### config.mk
export PLATFORM = sky130hd
export DESIGN_NAME = dac_misc_config_registers
export DESIGN_NICKNAME = d
export VERILOG_FILES = /design/src/dac_cfg_pkg.sv /design/src/dac_misc_config_registers.sv /design/src/frame_restart_gate.sv
export SDC_FILE = /design/constraint.sdc
export NUM_CORES = 1
export LEC_CHECK = 0
export ABC_CLOCK_PERIOD_IN_PS = 2009
export BUFFER_PORTS_ARGS = -buffer_cell sky130_fd_sc_hd__buf_4
export CORE_ASPECT_RATIO = 0.5
export CORE_UTILIZATION = 52
export CTS_CLUSTER_SIZE = 20
export DETAILED_ROUTE_END_ITERATION = 6
export PLACE_DENSITY = 0.79
export SLEW_MARGIN = 20
export SYNTH_ARGS = -nofsm -noshare
export SYNTH_HDL_FRONTEND = slang
export SYNTH_SLANG_ARGS = --single-unit
### constraint.sdc
create_clock -name clk -period 2.01 [get_ports clk]
set_input_delay 0.1005 -clock clk [delete_from_list [all_inputs] [get_ports clk]]
set_output_delay 0.1005 -clock clk [all_outputs]
set_load 0.03 [all_outputs]
### src/dac_cfg_pkg.sv
package dac_cfg_pkg;
	localparam int addr_w = 7;
	localparam int data_w = 8;
	localparam logic [6:0] off_fs_low = 7'h18;
	localparam logic [6:0] off_fs_upper = 7'h19;
	localparam logic [6:0] off_temp_ctrl = 7'h1c;
	localparam logic [6:0] off_temp_low = 7'h1d;
	localparam logic [6:0] off_temp_high = 7'h1e;
	localparam logic [6:0] off_part_id = 7'h1f;
	localparam logic [6:0] off_irq_setup = 7'h20;
	localparam logic [6:0] off_align_ctrl = 7'h21;
	localparam logic [6:0] off_frame_ctrl = 7'h22;
	localparam logic [7:0] rst_fs_low = 8'hf9;
	localparam logic [7:0] rst_fs_upper = 8'he1;
	localparam logic [7:0] rst_temp_ctrl = 8'h02;
	localparam logic [7:0] rst_irq_setup = 8'h00;
	localparam logic [7:0] rst_align_ctrl = 8'h00;
	localparam logic [7:0] rst_frame_ctrl = 8'h12;
	localparam logic [15:0] rst_temp = 16'h0000;
	localparam logic [7:0] rst_rdata = 8'h00;
	localparam logic rst_armed = 1'b1;
	localparam int frame_sync_stages = 2;
	localparam logic [7:0] mask_fs_upper = 8'he3;
	localparam logic [7:0] mask_temp_ctrl = 8'h7f;
	localparam logic [7:0] mask_align_ctrl = 8'h03;
	localparam logic [7:0] mask_frame_ctrl = 8'h0f;
	localparam int trim_lsb = 5;
	localparam int range_lsb = 4;
	localparam int refc_lsb = 1;
	localparam int sensor_en_bit = 0;
	localparam int edge_sel_bit = 1;
	localparam int align_en_bit = 0;
	localparam int arm_bit = 3;
	localparam int continuous_bit = 2;
	localparam logic [1:0] target_fifo = 2'b10;
	localparam logic [1:0] target_none = 2'b11;
	localparam logic [7:0] irq_test_mode = 8'h00;
	localparam logic [7:0] irq_normal_mode = 8'h01;
endpackage

### src/dac_misc_config_registers.sv
// Operation
// [RL1] Full-scale code bits 9:8 sit in upper register bits 1:0; code resets to 0x1F9
// [RL2] Full-scale code low byte at 0x18, read-write, resets to 0xF9
// [RL3] Bandgap trim in upper register bits 7:5, read-write, resets to 7
// [RL4] Sensor range-current select in bits 6:4, read-write, resets to 0
// [RL5] Sensor reference-current select in bits 3:1, read-write, resets to 1
// [RL6] Sensor enable in bit 0, resets off
// [RL7] Read-only 16-bit temperature at 0x1D low, 0x1E high, zero after reset
// [RL8] Read-only part identifier at 0x1F, writes ignored
// [RL9] Interrupt setup register: 0x00 test mode, 0x01 normal operation
// [RL10] Align control bit 1 picks converter clock edge: 0 rising, 1 falling
// [RL11] Align control bit 0 enables multichip sync, off after reset
// [RL12] Mode bit 2 clear acts once per arm; set acts on every frame
// [RL13] One-shot frame response is the reset state
// [RL14] Writing 1 to bit 3 re-arms one-shot response
// [RL15] Target bits 1:0: 10 restarts FIFO, 11 restarts nothing; reset 10
// [RL16] Reset loads 0xE1, 0x02 and 0x12 into the three control registers
// [RL17] Undefined bits read zero and ignore writes; frame control bit 4 reads 1 after reset (0x12) until the register is written
module dac_misc_config_registers
	import dac_cfg_pkg::*;
#(
	parameter logic [7:0] part_id_value = 8'h5c // Arbitrary value
)
(
	input wire logic clk,
	input wire logic rst,
	input wire logic reg_wr,
	input wire logic reg_rd,
	input wire logic [dac_cfg_pkg::addr_w-1:0] reg_addr,
	input wire logic [dac_cfg_pkg::data_w-1:0] reg_wdata,
	output logic [dac_cfg_pkg::data_w-1:0] reg_rdata,
	input wire logic temp_valid,
	input wire logic [15:0] temp_value,
	input wire logic frame_pin,
	output logic [9:0] fullscale_code,
	output logic [2:0] bandgap_trim_code,
	output logic [2:0] sensor_range_bias,
	output logic [2:0] sensor_ref_bias,
	output logic sensor_enable,
	output logic [7:0] irq_setup_value,
	output logic irq_normal,
	output logic align_enable,
	output logic align_falling_edge,
	output logic fifo_restart,
	output logic frame_armed
);
	//--------------------------------------------------
	// Register state
	//--------------------------------------------------
	logic [7:0] fs_low_reg, fs_low_next;
	logic [7:0] fs_upper_reg, fs_upper_next;
	logic [7:0] temp_ctrl_reg, temp_ctrl_next;
	logic [15:0] temp_reg, temp_next;
	logic [7:0] irq_setup_reg, irq_setup_next;
	logic [7:0] align_reg, align_next;
	logic [7:0] frame_reg, frame_next;
	logic [7:0] rdata_reg, rdata_next;
	logic [frame_sync_stages:0] frame_sync_reg, frame_sync_next;
	logic wr_fs_low, wr_fs_upper, wr_temp_ctrl;
	logic wr_irq_setup, wr_align, wr_frame;
	logic frame_edge;
	logic arm_pulse;

	//--------------------------------------------------
	// Parameter checks
	//--------------------------------------------------
	if (addr_w != 7)
	begin : g_bad_addr_w
		$error("Offset width must be 7 bits");
	end

	if (data_w != 8)
	begin : g_bad_data_w
		$error("Data width must be 8 bits");
	end

	if (frame_sync_stages < 2)
	begin : g_bad_sync
		$error("Frame pin needs at least two synchroniser stages");
	end

	if (trim_lsb + 3 > data_w || range_lsb + 3 > data_w)
	begin : g_bad_field
		$error("Field positions exceed the data width");
	end

	//--------------------------------------------------
	// Write decode
	//--------------------------------------------------
	function automatic logic wr_hit(
		input logic wr,
		input logic [6:0] addr,
		input logic [6:0] off
	);
		wr_hit = wr && (addr == off);
	endfunction

	assign wr_fs_low = wr_hit(reg_wr, reg_addr, off_fs_low); // RL2
	assign wr_fs_upper = wr_hit(reg_wr, reg_addr, off_fs_upper);
	assign wr_temp_ctrl = wr_hit(reg_wr, reg_addr, off_temp_ctrl);
	assign wr_irq_setup = wr_hit(reg_wr, reg_addr, off_irq_setup); // RL9
	assign wr_align = wr_hit(reg_wr, reg_addr, off_align_ctrl);
	assign wr_frame = wr_hit(reg_wr, reg_addr, off_frame_ctrl);
	assign arm_pulse = wr_frame && reg_wdata[arm_bit]; // RL14

	//--------------------------------------------------
	// Full-scale and trim registers
	//--------------------------------------------------
	always_comb
	begin
		fs_low_next = fs_low_reg;
		fs_upper_next = fs_upper_reg;
		if (wr_fs_low)
			fs_low_next = reg_wdata; // RL2
		if (wr_fs_upper)
			fs_upper_next = reg_wdata & mask_fs_upper; // RL1 RL3 RL17
	end

	always_ff @(posedge clk)
	begin
		if (rst)
		begin
			fs_low_reg <= rst_fs_low; // RL2
			fs_upper_reg <= rst_fs_upper; // RL16
		end
		else
		begin
			fs_low_reg <= fs_low_next;
			fs_upper_reg <= fs_upper_next;
		end
	end

	//--------------------------------------------------
	// Sensor control register
	//--------------------------------------------------
	always_comb
	begin
		temp_ctrl_next = temp_ctrl_reg;
		if (wr_temp_ctrl)
			temp_ctrl_next = reg_wdata & mask_temp_ctrl; // RL4 RL5 RL6 RL17
	end

	always_ff @(posedge clk)
	begin
		if (rst)
			temp_ctrl_reg <= rst_temp_ctrl; // RL16
		else
			temp_ctrl_reg <= temp_ctrl_next;
	end

	//--------------------------------------------------
	// Temperature result
	//--------------------------------------------------
	always_comb
	begin
		temp_next = temp_reg;
		if (temp_valid && temp_ctrl_reg[sensor_en_bit])
			temp_next = temp_value; // RL7
	end

	always_ff @(posedge clk)
	begin
		if (rst)
			temp_reg <= rst_temp; // RL7
		else
			temp_reg <= temp_next;
	end

	//--------------------------------------------------
	// Interrupt setup register
	//--------------------------------------------------
	always_comb
	begin
		irq_setup_next = irq_setup_reg;
		if (wr_irq_setup)
			irq_setup_next = reg_wdata; // RL9
	end

	always_ff @(posedge clk)
	begin
		if (rst)
			irq_setup_reg <= rst_irq_setup;
		else
			irq_setup_reg <= irq_setup_next;
	end

	//--------------------------------------------------
	// Multichip align register
	//--------------------------------------------------
	always_comb
	begin
		align_next = align_reg;
		if (wr_align)
			align_next = reg_wdata & mask_align_ctrl; // RL10 RL11 RL17
	end

	always_ff @(posedge clk)
	begin
		if (rst)
			align_reg <= rst_align_ctrl; // RL11
		else
			align_reg <= align_next;
	end

	//--------------------------------------------------
	// Frame restart control register
	//--------------------------------------------------
	always_comb
	begin
		frame_next = frame_reg;
		if (wr_frame)
			frame_next = reg_wdata & mask_frame_ctrl; // RL17
	end

	always_ff @(posedge clk)
	begin
		if (rst)
			frame_reg <= rst_frame_ctrl; // RL16 RL13
		else
			frame_reg <= frame_next;
	end

	//--------------------------------------------------
	// Frame pin synchroniser
	//--------------------------------------------------
	for (genvar i = 0; i <= frame_sync_stages; i++)
	begin : g_frame_sync
		if (i == 0)
		begin : g_first
			assign frame_sync_next[i] = frame_pin;
		end
		else
		begin : g_chain
			assign frame_sync_next[i] = frame_sync_reg[i-1];
		end
	end

	always_ff @(posedge clk)
	begin
		if (rst)
			frame_sync_reg <= '0;
		else
			frame_sync_reg <= frame_sync_next;
	end

	assign frame_edge = frame_sync_reg[frame_sync_stages-1] && !frame_sync_reg[frame_sync_stages];

	//--------------------------------------------------
	// Read path
	//--------------------------------------------------
	always_comb
	begin
		rdata_next = rdata_reg;
		if (reg_rd)
		begin
			unique case (reg_addr)
				off_fs_low: rdata_next = fs_low_reg;
				off_fs_upper: rdata_next = fs_upper_reg;
				off_temp_ctrl: rdata_next = temp_ctrl_reg;
				off_temp_low: rdata_next = temp_reg[7:0]; // RL7
				off_temp_high: rdata_next = temp_reg[15:8]; // RL7
				off_part_id: rdata_next = part_id_value; // RL8
				off_irq_setup: rdata_next = irq_setup_reg;
				off_align_ctrl: rdata_next = align_reg;
				off_frame_ctrl: rdata_next = frame_reg;
				default: rdata_next = 8'h00; // RL17
			endcase
		end
	end

	always_ff @(posedge clk)
	begin
		if (rst)
			rdata_reg <= rst_rdata;
		else
			rdata_reg <= rdata_next;
	end

	//--------------------------------------------------
	// Frame restart
	//--------------------------------------------------
	frame_restart_gate u_gate (
		.clk(clk),
		.rst(rst),
		.frame_valid(frame_edge),
		.continuous_frame_restart(frame_reg[continuous_bit]), // RL12
		.arm_pulse(arm_pulse),
		.restart_target(frame_reg[1:0]), // RL15
		.fifo_restart(fifo_restart),
		.armed(frame_armed)
	);

	//--------------------------------------------------
	// Outputs
	//--------------------------------------------------
	assign reg_rdata = rdata_reg;
	assign fullscale_code = {fs_upper_reg[1:0], fs_low_reg}; // RL1
	assign bandgap_trim_code = fs_upper_reg[trim_lsb +: 3]; // RL3
	assign sensor_range_bias = temp_ctrl_reg[range_lsb +: 3]; // RL4
	assign sensor_ref_bias = temp_ctrl_reg[refc_lsb +: 3]; // RL5
	assign sensor_enable = temp_ctrl_reg[sensor_en_bit]; // RL6
	assign irq_setup_value = irq_setup_reg;
	assign irq_normal = (irq_setup_reg == irq_normal_mode); // RL9
	assign align_enable = align_reg[align_en_bit]; // RL11
	assign align_falling_edge = align_reg[edge_sel_bit]; // RL10
endmodule // dac_misc_config_registers

### src/frame_restart_gate.sv
module frame_restart_gate
	import dac_cfg_pkg::*;
(
	input wire logic clk,
	input wire logic rst,
	input wire logic frame_valid,
	input wire logic continuous_frame_restart,
	input wire logic arm_pulse,
	input wire logic [1:0] restart_target,
	output logic fifo_restart,
	output logic armed
);
	logic armed_reg;
	logic armed_next;
	logic act;

	always_comb
	begin
		act = frame_valid && (continuous_frame_restart || armed_reg);
		armed_next = armed_reg;
		if (act && !continuous_frame_restart)
			armed_next = 1'b0; // RL12
		if (arm_pulse)
			armed_next = 1'b1; // RL14
	end

	always_ff @(posedge clk)
	begin
		if (rst)
			armed_reg <= rst_armed; // RL13
		else
			armed_reg <= armed_next;
	end

	assign fifo_restart = act && (restart_target == target_fifo); // RL15
	assign armed = armed_reg;
endmodule // frame_restart_gate

## Word-level counts from Yosys, hierarchy flattened

Cells that the tools add are included.

| word-level totals | value |
|---|---|
| register bits | 63 |
| output and inout bits | 41 |
| input bits | 37 |
| word-level logic and storage cells | 38 |

| cells by class | value |
|---|---|
| eq/ne operators | 11 |
| reductions and logical operators | 16 |
| multiplexer cells | 1 |

Operators with widths:

| cell | number |
|---|---|
| $pmux W8 S9 | 1 |
| $eq A7 B5 Y1 const B | 6 |
| $eq A7 B6 Y1 const B | 3 |
| $logic_and A1 B1 Y1 | 12 |
| $eq A8 B1 Y1 const B | 1 |
| $eq A2 B2 Y1 const B | 1 |
| $logic_not A1 Y1 | 2 |
| $reduce_or A2 Y1 | 1 |
| $logic_or A1 B1 Y1 | 1 |

## Depth between registers and ports, before layout

| depth | value |
|---|---|
| depth after elaboration | 4 |
| gate-level depth with buffers | 7 |
| mapped depth without buffers | 5 |

## By module

From an unflattened synthesis, not the netlist that was laid out.

| second synthesis, totals | value |
|---|---|
| cells, all modules | 334 |
| area, all modules | 2822.7 sq um |

By module, submodules not included:

| module | cells an instance | times used | area an instance (sq um) | sequential area each (sq um) |
|---|---|---|---|---|
| dac_misc_config_registers | 328 | 1 | 2775.2 | 1241.2 |
| frame_restart_gate | 6 | 1 | 47.5 | 20.0 |

## Worst setup path before layout

Ideal clock, no wire load.

| timing | value |
|---|---|
| path type | input port to flip-flop |
| start | in reg_addr[3] (netlist bit) |
| end | reg frame_reg[1] |
| data arrival time | 1364 ps |
| path buffers | 1 |
| stages on the path | 6 |
| required time | 1890 ps |
| path slack | 526 ps |
| setup time | 120 ps |
| cell sequence | or3b_4 > nor3_4 > and3_1 > buf_4 > nor2b_1 > a211o_1 |

| between the ends | value |
|---|---|
| word-level cells in the longest chain between the ends | 2 |

Ends and longest elaborated chain:

| item | line | text |
|---|---|---|
| from (decl) | dac_misc_config_registers.sv:29 | `input wire logic [dac_cfg_pkg::addr_w-1:0] reg_addr,` |
| $eq A7 B6 Y1 | dac_misc_config_registers.sv:95 | `wr_hit = wr && (addr == off);` |
| $logic_and A1 B1 Y1 | dac_misc_config_registers.sv:95 |  |
| to (signal assigned) | dac_misc_config_registers.sv:218 | `frame_reg <= rst_frame_ctrl;` |
| to (signal assigned) | dac_misc_config_registers.sv:220 | `frame_reg <= frame_next;` |
| to (decl) | dac_misc_config_registers.sv:56 | `logic [7:0] frame_reg, frame_next;` |

Every way passes these cells.
A chain may end at the register's enable or synchronous reset.

## Worst setup path in the final report

| timing | value |
|---|---|
| start | reg temp_ctrl_reg[3] |
| end | reg rdata_reg[3], in the netlist reg_rdata[3] |

| between the ends | value |
|---|---|
| word-level cells in the longest chain between the ends | 1 |

Ends and longest elaborated chain:

| item | line | text |
|---|---|---|
| from (decl) | dac_misc_config_registers.sv:52 | `logic [7:0] temp_ctrl_reg, temp_ctrl_next;` |
| from (signal assigned) | dac_misc_config_registers.sv:146 | `temp_ctrl_reg <= rst_temp_ctrl;` |
| from (signal assigned) | dac_misc_config_registers.sv:148 | `temp_ctrl_reg <= temp_ctrl_next;` |
| $pmux W8 S9 | dac_misc_config_registers.sv:256 | `unique case (reg_addr)` |
| to (signal assigned) | dac_misc_config_registers.sv:274 | `rdata_reg <= rst_rdata;` |
| to (signal assigned) | dac_misc_config_registers.sv:276 | `rdata_reg <= rdata_next;` |
| to (decl) | dac_misc_config_registers.sv:57 | `logic [7:0] rdata_reg, rdata_next;` |

Every way passes these cells.

==> metrics.md <==
| Metric | Value |
|---|---|
| CP Launch Point | `temp_ctrl_reg[3]` |
| Seq/Total Area, Yosys | `0.447` |
| Fin. Hold Viols | `0` |
| Synth Register Bits | `63` |
| Core area | `5070 um^2` |
| Worst slew pin tran | `601 ps` |
| Mux cell area share after synthesis | `0.0939` |
| Full die area | `5750 um^2` |
| CTS clk-pin slew, worst paths | `60 ps` |
| Area growth, synth to finish | `30.4%` |
| Fraction of registers with async set/reset | `0` |
| Crit. End Element | `register` |
| Synth warn | `0` |
| Layout Nets | `432` |
| Hold Crit Class | `in2reg` |
| I/O Buffers | `77` |
| Worst r2r dst | `reg_rdata[3]` |
| Detailed Routing Iterations Pass 1 | `4` |
| Compound-gate portion of the synthesized area | `0.192` |
| CP max stage cell | `a311oi_1` |
| Chip width | `106 um` |
| RSZ-0062 raised after global routing | `false` |
| CP required | `2280 ps` |
| Synth Area in Adders | `0` |
| Critical path peak fanout | `3` |
| Post-synth cell types | `44` |
| Crit path largest cell delay | `430 ps` |
| Detailed-route DRC error count | `0` |
| Via count | `2581` |
| Synth Cell Area | `2820 um^2` |
| Worst VDD drop | `0.407 mV` |
| Largest area contributor in the netlist | `dfxtp_1` |
| XOR/XNOR Fraction of Synth Area | `0` |
| P per Cell Area | `686 nW/um^2` |
| Worst Setup EP | `reg_rdata[3]` |
| Outcome | `complete, no violations` |
| CTS Buf Count | `9` |
| Final max-slew violation count | `0` |
| Total wire length | `7.35 mm` |
| Placed Instances | `450` |
| Root buffer cell | `clkbuf_8` |
| Clk_skew | `7.98 ps` |
| Max Clk Rate | `663 MHz` |
| Cells after synthesis | `316` |
| First DRT Iteration DRCs | `158` |
| RePlAce Congestion | `0.874` |
| Synth top area cells | `dfxtp_1 45%, nand2_1 8.0%, mux2i_1 7.8%, a21oi_1 5.5%, nor2b_1 3.8%` |
| Avg WL per Cell | `15.6 um` |
| Prevailing post-synth register cell | `dfxtp_1` |
| Fin crit share | `0.751` |
| CTS resizes | `0` |
| R2r worst-path depth | `5` |
| Syn Area/Cell | `8.94 um^2` |
| Post-Syn Nets | `353` |
| Max Cap Violations | `0` |
| CP Launch Type | `register` |
| Largest net degree at the start of global routing | `58` |
| Share of layout cells above drive strength 1 | `0.290` |
| DIE HEIGHT | `54.1 um` |
| Synth top area share | `0.447` |
| Non-filler cells, final | `470` |
| Initial antenna violation count | `0` |
| FP Rows | `18` |
| Starting Density | `0.557` |
| Antenna diodes | `0` |
| CTS tree | `yes` |
| First-pass GRT wire length | `11.4 mm` |
| Largest family of logic cells by synthesized area | `simple AND/OR/NAND/NOR gates` |
| Critical path type | `reg2reg` |
| Slew HR | `0.600` |
| # H-tree levels | `3` |
| R2R setup slack | `500 ps` |
| IO Pins | `78` |
| Vias in the first global route | `2303` |
| Cell with the most instances after synthesis | `dfxtp_1` |
| Sink Count | `63` |
| Commonest cells post-synth | `63 x dfxtp_1, 60 x nand2_1, 31 x a21oi_1` |
| Clk buf depth | `2` |
| Clk Latency, worst-skew pair | `330 ps` |
| Setup TNS Final | `0 ps` |
| EDFF count, synth | `0` |
| Leakage power | `1.51 nW` |
| Max reg flops | `16` |
| GRT Total Usage | `0.267` |
| Crit path cell chain | `mux2i_1 > or2_2 > a311oi_1 > a221o_1 > a22o_1` |
| WP data arrival | `1780 ps` |
| Via density | `5.49` |
| Final setup viols | `0` |
| Post-detail-place hpwl | `5.31 mm` |
| RR Startpoint | `temp_ctrl_reg[3]` |
| Tmin final | `1510 ps` |
| Synth Area in Simple Gates | `0.232` |
| GRT overflow | `0` |
| Post-route ant nets | `0` |
[per-layer routing]
layer / GRT usage / share of wire / vias up
met4: 0.0903 / 0.011 / 0
li1: - / - / 1280
met5: 0 / 0 / -
met3: 0.0666 / 0.081 / 9
met2: 0.410 / 0.44 / 87
met1: 0.370 / 0.47 / 1205
[area by class of cell]
type,instances,area [um^2]
clock buffer,12,145
clock inverter,4,45.0
fill,411,1380
inverter,3,11.3
multi-input combinational,230,1460
sequential,63,1260
tap,70,87.6
timing repair buffer,88,671
[worst max-delay path: cells and delay by family, from the launching register on]
| family | cells | cell delay [ps] |
|---|---|---|
| and+or+nand+nor | 1 | 280 |
| DFF | 1 | 350 |
| muxes | 1 | 80 |
| AOI/OAI and AO/OA | 3 | 750 |
[kinds of logic after synthesis]
| kind of cell | count (synthesis) |
|---|---|
| compound gates | 77 |
| buf+inv | 23 |
| flops | 63 |
| mux | 26 |
| simple gates | 127 |
[cell usage in the layout (no fill, tap or decap), drive strengths merged, types with 2 or more instances in the layout]
master / n
dfxtp: 63
mux2: 4
o2bb2ai: 2
dlygate4sd3: 4
or2: 4
a31o: 3
a311oi: 3
a221o: 4
inv: 3
nand2: 60
a21oi: 31
and3: 5
nor4: 2
clkinv: 3
o21ai: 3
nor2b: 17
mux2i: 22
a211o: 12
or3b: 2
nor2: 20
a22o: 11
nor3: 3
o22ai: 2
buf: 84
clkbuf: 12
nand3: 5
[how the worst min path moves through the flow]
stage	startpoint	end	slack, ps	cells after the start
floorplan	reg_wdata[1]	frame_reg[1]	220	1
global placement	frame_pin	frame_sync_reg[0]	310	2
detailed placement	frame_pin	frame_sync_reg[0]	320	2
CTS	temp_value[1]	temp_reg[1]	2	3
global route	temp_value[3]	temp_reg[3]	5	3
finish	temp_value[12]	temp_reg[12]	10	3
[per-stage QoR]
step	instance area, um^2	hold slack, ps	utilization	setup slack [ps]	power [W]
floorplan	2820	218	-	526	0.00138
detailed placement	3450	321	0.681	293	0.00148
CTS	3680	1.78	0.727	497	0.00253
finish	3680	15.0	0.727	501	0.00253
global placement	3450	311	0.681	380	0.00148
global route	3680	5.43	0.727	412	0.00261
[power breakdown]
part / switching (W) / internal, W
registers: 0.00000369 / 0.00125
logic: 0.000113 / 0.0000922
clock network: 0.000462 / 0.000601
[what timing repair did]
item | CTS | global route
hold buffers | 4 | 0
hold endpoints to repair | 6 | 0
buffers inserted | 0 | 0
(Power assumes the default switching activity.)
